### config.mk
export PLATFORM = sky130hd
export DESIGN_NAME = lpss_sequencer
export DESIGN_NICKNAME = d
export VERILOG_FILES = /design/src/hw/lpss_pkg.sv /design/src/hw/lpss_sequencer.sv
export SDC_FILE = /design/constraint.sdc
export NUM_CORES = 1
export LEC_CHECK = 0
export BUFFER_PORTS_ARGS = -buffer_cell sky130_fd_sc_hd__buf_4
export CORE_ASPECT_RATIO = 2
export CORE_MARGIN = 2
export CORE_UTILIZATION = 45
export CTS_CLUSTER_SIZE = 25
export DETAILED_ROUTE_END_ITERATION = 8
export MAX_ROUTING_LAYER = met4
export PLACE_DENSITY = 0.61
export SETUP_SLACK_MARGIN = 0.5
export SLEW_MARGIN = 20
export SYNTH_ARGS = -nofsm -noshare
export SYNTH_HDL_FRONTEND = slang
export SYNTH_SLANG_ARGS = --single-unit
export TNS_END_PERCENT = 50
### constraint.sdc
create_clock -name clk -period 1.9 [get_ports clk]
set_input_delay 0.19 -clock clk [delete_from_list [all_inputs] [get_ports clk]]
set_output_delay 0.19 -clock clk [all_outputs]
set_load 0.02 [all_outputs]
### src/hw/lpss_pkg.sv
// Constants, states and carrier structs for the low-power state sequencer.
// Assumes a single 25 MHz clock domain; pins are synchronised in the top.
//
// How it works
// - The sequencer offers active, sleep and deep-sleep modes besides off.
// - A low chip enable holds the device off with everything at reset values but pad_oe_hold_n, which pad_hold_en pulls low.
// - In deep-sleep only the timekeeping domain keeps power.
// - The retention memory in the timekeeping domain keeps its words in deep-sleep.
// - In sleep only timekeeping runs and the oscillator enable is low.
// - Any wake source in sleep moves the sequencer to wake-up.
// - Entering wake-up turns on the oscillator and the PLLs.
// - Wake-up proceeds to the powered run state.
// - In the on state block clocks follow the clock control enables.
// - Each block may also gate its own clock locally.
// - A wait-for-interrupt instruction gates the CPU clock until an interrupt.
// - A power-down hold option forces all pad output enables to the held state.
// - A high chip enable allows operation, a low one turns the chip off.
// - The external reset input is active low and resets the chip while low.
package lpss_pkg;

   localparam int unsigned NUM_BLOCKS = 8;
   localparam int unsigned NUM_WAKE   = 4;
   localparam int unsigned RET_DEPTH  = 16;
   localparam int unsigned RET_AW     = 4;
   localparam int unsigned RET_DW     = 32;

   // Wake source bit positions
   localparam int unsigned WAKE_MAC   = 0;
   localparam int unsigned WAKE_HOST  = 1;
   localparam int unsigned WAKE_TIMER = 2;
   localparam int unsigned WAKE_EXT   = 3;

   localparam logic [NUM_BLOCKS-1:0] BLK_OFF  = 8'h00;
   localparam logic [RET_DW-1:0]     RET_ZERO = 32'h0000_0000;

   typedef enum logic [2:0] {
      LPSS_OFF,
      LPSS_ON,
      LPSS_SLEEP,
      LPSS_DEEP,
      LPSS_WAKE
   } lpss_state_t;

   typedef struct packed {
      logic osc_en;
      logic pll_en;
      logic main_pwr_en;
      logic rtc_en;
      logic deep_wake;
   } lpss_pwr_t;

   typedef struct packed {
      logic              wr;
      logic [RET_AW-1:0] addr;
      logic [RET_DW-1:0] wdata;
   } lpss_ret_req_t;

endpackage

### src/hw/lpss_sequencer.sv
// Low-power state sequencer: power state machine, clock gating enables,
// CPU wait gating, pad hold and retention memory.
// Assumes pins and lock flags arrive asynchronously; CPU-side requests
// come from logic on clk.
`timescale 1ns/10ps
`default_nettype none

module lpss_sequencer (
   input  wire logic                           clk,
   input  wire logic                           rst_n,
   input  wire logic                           clk_en,
   input  wire logic                           chip_enable_pin,
   input  wire logic                           external_reset_n,
   input  wire logic [lpss_pkg::NUM_WAKE-1:0]  wake_src,
   input  wire logic                           osc_lock,
   input  wire logic                           pll_lock,
   input  wire logic                           sleep_req,
   input  wire logic                           deep_sleep_req,
   input  wire logic                           timer_expired,
   input  wire logic [lpss_pkg::NUM_BLOCKS-1:0] clk_ctrl,
   input  wire logic [lpss_pkg::NUM_BLOCKS-1:0] blk_local_en,
   input  wire logic                           wait_for_interrupt_instruction,
   input  wire logic                           cpu_irq,
   input  wire logic                           pad_hold_en,
   input  wire lpss_pkg::lpss_ret_req_t        ret_req,
   output logic [lpss_pkg::RET_DW-1:0]         ret_rdata,
   output lpss_pkg::lpss_pwr_t                 powered_run_state,
   output logic [lpss_pkg::NUM_BLOCKS-1:0]     blk_clk_en,
   output logic                                cpu_clk_en,
   output logic                                pad_oe_hold_n,
   output logic                                deep_sleep_wake_output,
   output lpss_pkg::lpss_state_t               state
);
   import lpss_pkg::*;

   // ==========================================================
   // Pin synchronisers
   // ==========================================================
   localparam int unsigned SYN_W = NUM_WAKE + 4;
   logic [SYN_W-1:0] syn1_reg;
   logic [SYN_W-1:0] syn2_reg;

   always_ff @(posedge clk or negedge rst_n) begin
      if (!rst_n) begin
         syn1_reg <= '0;
         syn2_reg <= '0;
      end else if (clk_en) begin
         syn1_reg <= {chip_enable_pin, external_reset_n, osc_lock,
                      pll_lock, wake_src};
         syn2_reg <= syn1_reg;
      end
   end

   wire                chip_on_s = syn2_reg[SYN_W-1];
   wire                ext_rst_s = syn2_reg[SYN_W-2];
   wire                osc_lk_s  = syn2_reg[SYN_W-3];
   wire                pll_lk_s  = syn2_reg[SYN_W-4];
   wire [NUM_WAKE-1:0] wake_s    = syn2_reg[NUM_WAKE-1:0];

   // Off while enable is low or the reset pin is held
   wire chip_off  = !chip_on_s;
   wire chip_rst  = chip_off || !ext_rst_s;
   wire any_wake  = |wake_s;
   wire locked    = osc_lk_s && pll_lk_s;

   // ==========================================================
   // Power state machine
   // ==========================================================
   lpss_state_t state_reg;
   lpss_state_t state_next;

   always_comb begin
      state_next = state_reg;
      case (state_reg)
         LPSS_OFF:   state_next = LPSS_WAKE;
         LPSS_WAKE:  if (locked) state_next = LPSS_ON;
         LPSS_ON: begin
            // Wake pulses here do nothing
            if (deep_sleep_req)  state_next = LPSS_DEEP;
            else if (sleep_req)  state_next = LPSS_SLEEP;
         end
         LPSS_SLEEP: if (any_wake) state_next = LPSS_WAKE;
         // Deep-sleep leaves only via chip_rst: the external reset loop or a low chip enable
         LPSS_DEEP:  state_next = LPSS_DEEP;
         default:    state_next = LPSS_OFF;
      endcase
   end

   always_ff @(posedge clk or negedge rst_n) begin
      if (!rst_n)
         state_reg <= LPSS_OFF;
      else if (clk_en) begin
         if (chip_rst)
            state_reg <= LPSS_OFF;
         else
            state_reg <= state_next;
      end
   end

   // ==========================================================
   // Output decode
   // ==========================================================
   wire in_on    = (state_next == LPSS_ON);
   wire in_wake  = (state_next == LPSS_WAKE);
   wire in_deep  = (state_next == LPSS_DEEP);
   wire live     = !chip_rst;

   lpss_pwr_t pwr_next;
   assign pwr_next = '{
      osc_en:      live && (in_wake || in_on),
      pll_en:      live && (in_wake || in_on),
      main_pwr_en: live && !in_deep,
      rtc_en:      chip_on_s,
      deep_wake:   live && in_deep && timer_expired
   };

   // System gate and local gate both needed
   wire [NUM_BLOCKS-1:0] blk_next =
      (live && in_on) ? (clk_ctrl & blk_local_en) : BLK_OFF;

   // ==========================================================
   // CPU wait gating
   // ==========================================================
   logic wfi_reg;
   logic wfi_next;
   assign wfi_next = (!live || !in_on || cpu_irq) ? 1'b0
                   : (wfi_reg || wait_for_interrupt_instruction);

   // ==========================================================
   // Output registers
   // ==========================================================
   always_ff @(posedge clk or negedge rst_n) begin
      if (!rst_n) begin
         powered_run_state           <= '0;
         blk_clk_en    <= BLK_OFF;
         wfi_reg       <= 1'b0;
         cpu_clk_en    <= 1'b0;
         pad_oe_hold_n <= 1'b1;
      end else if (clk_en) begin
         powered_run_state           <= pwr_next;
         blk_clk_en    <= blk_next;
         wfi_reg       <= wfi_next;
         cpu_clk_en    <= live && in_on && !wfi_next;
         // Hold only when powered down; active low while holding
         pad_oe_hold_n <= !(pad_hold_en && !(live && in_on));
      end
   end

   assign state                  = state_reg;
   assign deep_sleep_wake_output = powered_run_state.deep_wake;

   // ==========================================================
   // Retention memory
   // ==========================================================
   // Kept across deep-sleep; only clearing while chip_off, since the power-loss
   // of the chip enable must wipe every register.
   logic [RET_DW-1:0] ret_mem [RET_DEPTH];
   wire ret_wr = ret_req.wr && live && (state_reg == LPSS_ON);

   genvar gi;
   generate
      for (gi = 0; gi < RET_DEPTH; gi++) begin : g_ret
         always_ff @(posedge clk or negedge rst_n) begin
            if (!rst_n)
               ret_mem[gi] <= RET_ZERO;
            else if (clk_en) begin
               if (chip_off)
                  ret_mem[gi] <= RET_ZERO;
               else if (ret_wr && ret_req.addr == RET_AW'(gi))
                  ret_mem[gi] <= ret_req.wdata;
            end
         end
      end
   endgenerate

   always_ff @(posedge clk or negedge rst_n) begin
      if (!rst_n)
         ret_rdata <= RET_ZERO;
      else if (clk_en)
         ret_rdata <= ret_mem[ret_req.addr];
   end
endmodule

`default_nettype wire

==> Flow_metrics.wiki <==
{| class="wikitable"
! Metric !! Value
|-
| Core Rows || 124
|-
| Reported max-cap violation count || 0
|-
| Slew at the pin closest to its max-slew limit || 0.558 ns
|-
| Worst hold path class || input pin to flop
|-
| Core area || 56900 sq um
|-
| Origin of the critical flop-to-flop path || state[2]$_DFFE_PN0P_
|-
| Buffers on Ports || 120
|-
| Flip-flop cell with the highest count after synthesis || sky130_fd_sc_hd__dfrtp_1
|-
| Via count of the first global-routing pass || 21000
|-
| Internal power summed over all cells || 0.0198 W
|-
| DRC violation count after routing || 0
|-
| Library cell with the largest summed area after synthesis || sky130_fd_sc_hd__dfrtp_1
|-
| Share of total power in sequential cells || 0.473
|-
| Worst-case setup margin in the final layout || 0.0201 ns
|-
| Die ar. || 59300 sq um
|-
| Maximum count of clock buffers along a single path || 3
|-
| EDFF count, synth || 0
|-
| Via count || 20400
|-
| Clock period minus worst slack || 1.88 ns
|-
| Fraction of registers with async set or reset after synthesis || 1.00
|-
| Number of cells produced by synthesis || 2250
|-
| Number of clock sinks || 578
|-
| Relative contribution of combinational cells to total power || 0.121
|-
| Net load switching power || 0.00691 W
|-
| Fraction of the yosys area taken by sequential cells || 0.562
|-
| Total iterations of the first detailed-routing run || 5
|-
| Detailed-route wire length per cell || 26.4 um
|-
| Type of the worst setup path || flop to flop
|-
| Result of the run || complete, no violations
|-
| Required time of the worst setup path || 2.44 ns
|-
| Fraction of the core area covered by cells at the end of the flow || 0.567
|-
| Number of distinct library cell variants in the gate-level netlist after synthesis || 54
|-
| Detailed-route wire length || 86.5 mm
|-
| Drt initial violations || 1707
|-
| Leakage power of the design || 14.5 nW
|-
| Clock slew at reported path FFs || 0.07 ns
|-
| Worst Hold Path Cells || 3
|-
| Average cell area after synthesis || 11.4 sq um
|-
| Combined global-route utilization of all metal layers || 0.296
|-
| Hold Startpoint || ret_req[32]
|-
| Depth of the worst register-to-register path || 8
|-
| Share of layout cells above drive strength 1 || 0.231
|-
| Insertion delay to the later sink of the worst-skew pair || 0.61 ns
|-
| Number of CTS-inserted buffers || 50
|-
| Dpl hpwl || 53.9 mm
|-
| Power density of the placed cells || 827 nW/um^2
|-
| Switching Share || 0.259
|-
| Pin count of the biggest net entering global routing || 93
|-
| Total Negative Setup Slacks || 0 ns
|-
| Largest fanout on the critical path || 11
|-
| Capturing element type of the critical path || flop
|-
| Post-synthesis instance area || 25700 sq um
|-
| Registers with the most flip-flops || ret_mem x512, ret_rdata x32
|-
| Max-slew violation total from the final report || 0
|-
| Number of flip-flops under the largest register name || 512
|-
| Worst slack at placement || -0.0521 ns
|-
| Maximum clock skew at final layout || 0.0222 ns
|-
| TritonCTS clock tree || yes
|-
| Unrepaired setup endpoints after global routing || yes
|-
| Global placement routability congestion || 0.857
|-
| Vias/cell || 6.25
|-
| Die width || 173 um
|-
| Remaining number of nets flagged by the antenna check after routing || 0
|-
| Register bit total from synthesis || 578
|-
| Count of endpoints failing setup in the final report || 0
|-
| Syn. warnings || 0
|-
| # nets final || 2548
|-
| Arrival time worst endpoint || 2.42 ns
|-
| Peak supply drop || 0.748 mV
|-
| Congestion Overflow GR || 0
|-
| Final critical-path share of the clock period || 0.989
|-
| Max-slew headroom || 0.628
|-
| CTS HTree Levels || 2
|-
| Clk pwr share || 0.406
|-
| Effective utilization at floorplan || 0.452
|-
| Type of element launching the critical path || flop
|-
| Filler instances || 4773
|-
| Top area cells in the synthesized netlist || sky130_fd_sc_hd__dfrtp_1 56%, sky130_fd_sc_hd__mux2i_1 7.5%, sky130_fd_sc_hd__nand3_1 5.2%, sky130_fd_sc_hd__o21ai_0 4.8%, sky130_fd_sc_hd__o2bb2ai_1 4.4%
|-
| Startpoint of the most critical setup path || state[2]$_DFFE_PN0P_
|-
| Vertical die dimension || 342 um
|-
| Most flops, register || ret_mem
|-
| Number of placed I/O pins || 121
|-
| Clk root buf || sky130_fd_sc_hd__clkbuf_16
|-
| Syn Nets || 2320
|-
| Synthesis-to-layout area growth || 25.3%
|-
| Final Hold Violating Endpoints || 0
|-
| Area share of the largest cell type after synthesis || 0.561
|-
| Fmax || 0.532 GHz
|-
| First-pass GRT wire length || 129 mm
|-
| Antenna violations before repair || 1
|}
routing by layer:
metal / part of all wire / track usage
met3: 0.056 / 0.0318
met5: 0 / -
met4: 0.057 / 0.151
met1: 0.37 / 0.341
met2: 0.52 / 0.511
what timing repair did:
| action | in CTS | in global routing |
|---|---|---|
| buffers inserted | 7 | 6 |
| gates cloned | 1 | 6 |
| resized for setup | 5 | 97 |
| hold endpoints to repair | 458 | 0 |
| pin swaps | 4 | 29 |
| hold buffers | 60 | 0 |
| endpoints found under the setup margin | 550 | 558 |
power by group through the flow:
stage	clock [W]	sequential, W	combinational, W
global placement	0	0.0128	0.00297
floorplan	0	0.0129	0.00127
CTS	0.0110	0.0126	0.00313
detailed placement	0	0.0128	0.00301
global route	0.0115	0.0126	0.00339
finish	0.0108	0.0126	0.00323
cells in the mapped netlist, drive strengths merged, types with 19 or more instances:
cell     number
buf         114
dfrtp       577
nand3       268
nor2         80
o21ai       271
o22ai        64
mux2         19
a31oi        32
mux2i       192
a22o        123
a221oi       20
clkbuf      139
nand2        63
o2bb2ai     129
mux4         32
kinds of logic (layout without fill, tap and decap cells):
kind of cell           Yosys count  after routing  share of synthesized area
muxes                          243            243                      0.111
DFF                            578            578                      0.562
AOI/OAI and AO/OA              703            703                      0.189
buffers and inverters          257            523                     0.0460
other                            0              1                          0
and+or+nand+nor                469            469                     0.0922
through the flow:
stage / cells / total power (W) / instance area, sq um / hold WS [ns]
final: 3273 / 0.0267 / 32300 / 0.0667
after CTS: 3260 / 0.0267 / 31500 / 0.0372
after global placement: 3102 / 0.0158 / 29000 / 0.115
after global routing: 3273 / 0.0275 / 32300 / 0.0820
after floorplan: 2250 / 0.0142 / 25900 / -0.106
after detailed placement: 3102 / 0.0159 / 29000 / 0.122
worst max-delay path, cell delays in order (launching register included):
cell                        delay, ns
sky130_fd_sc_hd__dfrtp_2         0.41
sky130_fd_sc_hd__and4bb_2        0.34
sky130_fd_sc_hd__buf_12          0.14
sky130_fd_sc_hd__nand4_2         0.12
sky130_fd_sc_hd__buf_6           0.17
sky130_fd_sc_hd__nor2_4          0.12
sky130_fd_sc_hd__buf_12          0.16
sky130_fd_sc_hd__clkbuf_16       0.20
sky130_fd_sc_hd__a22o_1          0.14
area by class of cell:
type,count,area [sq um],area share
antenna,1,2.50,0.0000776
clock buffer,76,1540,0.0478
clock inverter,14,174,0.00539
inverter,4,15.0,0.000465
multi-input combinational,1415,10700,0.333
sequential,578,14500,0.449
tap,756,946,0.0293
timing repair buffer,429,4370,0.135
cell usage in the layout, fill, tap and decap left out, types with 8 or more instances in the layout:
cell type / count
sky130_fd_sc_hd__nand2_1: 63
sky130_fd_sc_hd__clkbuf_8: 13
sky130_fd_sc_hd__o2bb2ai_1: 105
sky130_fd_sc_hd__a21oi_1: 11
sky130_fd_sc_hd__nor2_1: 74
sky130_fd_sc_hd__clkbuf_16: 59
sky130_fd_sc_hd__clkbuf_1: 10
sky130_fd_sc_hd__nand3_1: 254
sky130_fd_sc_hd__o2bb2ai_4: 18
sky130_fd_sc_hd__a31oi_1: 32
sky130_fd_sc_hd__nor2b_1: 8
sky130_fd_sc_hd__a2bb2oi_1: 12
sky130_fd_sc_hd__mux2i_1: 192
sky130_fd_sc_hd__a221oi_1: 20
sky130_fd_sc_hd__nand4_4: 8
sky130_fd_sc_hd__mux4_2: 32
sky130_fd_sc_hd__buf_6: 11
sky130_fd_sc_hd__a21o_1: 9
sky130_fd_sc_hd__dlygate4sd3_1: 60
sky130_fd_sc_hd__a22o_1: 123
sky130_fd_sc_hd__o22ai_1: 64
sky130_fd_sc_hd__buf_4: 283
sky130_fd_sc_hd__clkinv_2: 9
sky130_fd_sc_hd__a32o_1: 9
sky130_fd_sc_hd__o21ai_1: 30
sky130_fd_sc_hd__and3_1: 11
sky130_fd_sc_hd__o21ai_0: 235
sky130_fd_sc_hd__dfrtp_1: 573
sky130_fd_sc_hd__mux2_2: 19
sky130_fd_sc_hd__buf_12: 62
sky130_fd_sc_hd__nand3_2: 10
sky130_fd_sc_hd__a211o_1: 8
final timing paths:
| check | end | slack (ns) |
|---|---|---|
| max | ret_mem[246]$_DFFE_PN0P_ | 0.02 |
| max reg2reg | ret_mem[246]$_DFFE_PN0P_ | 0.02 |
| min | ret_rdata[28]$_DFFE_PN0P_ | 0.07 |
| min in group asynchronous | ret_mem[260]$_DFFE_PN0P_ | 0.09 |
| min reg2reg | ret_mem[388]$_DFFE_PN0P_ | 0.49 |
| max in group asynchronous | ret_mem[237]$_DFFE_PN0P_ | 0.95 |
Power figures use the tool's default switching activity.
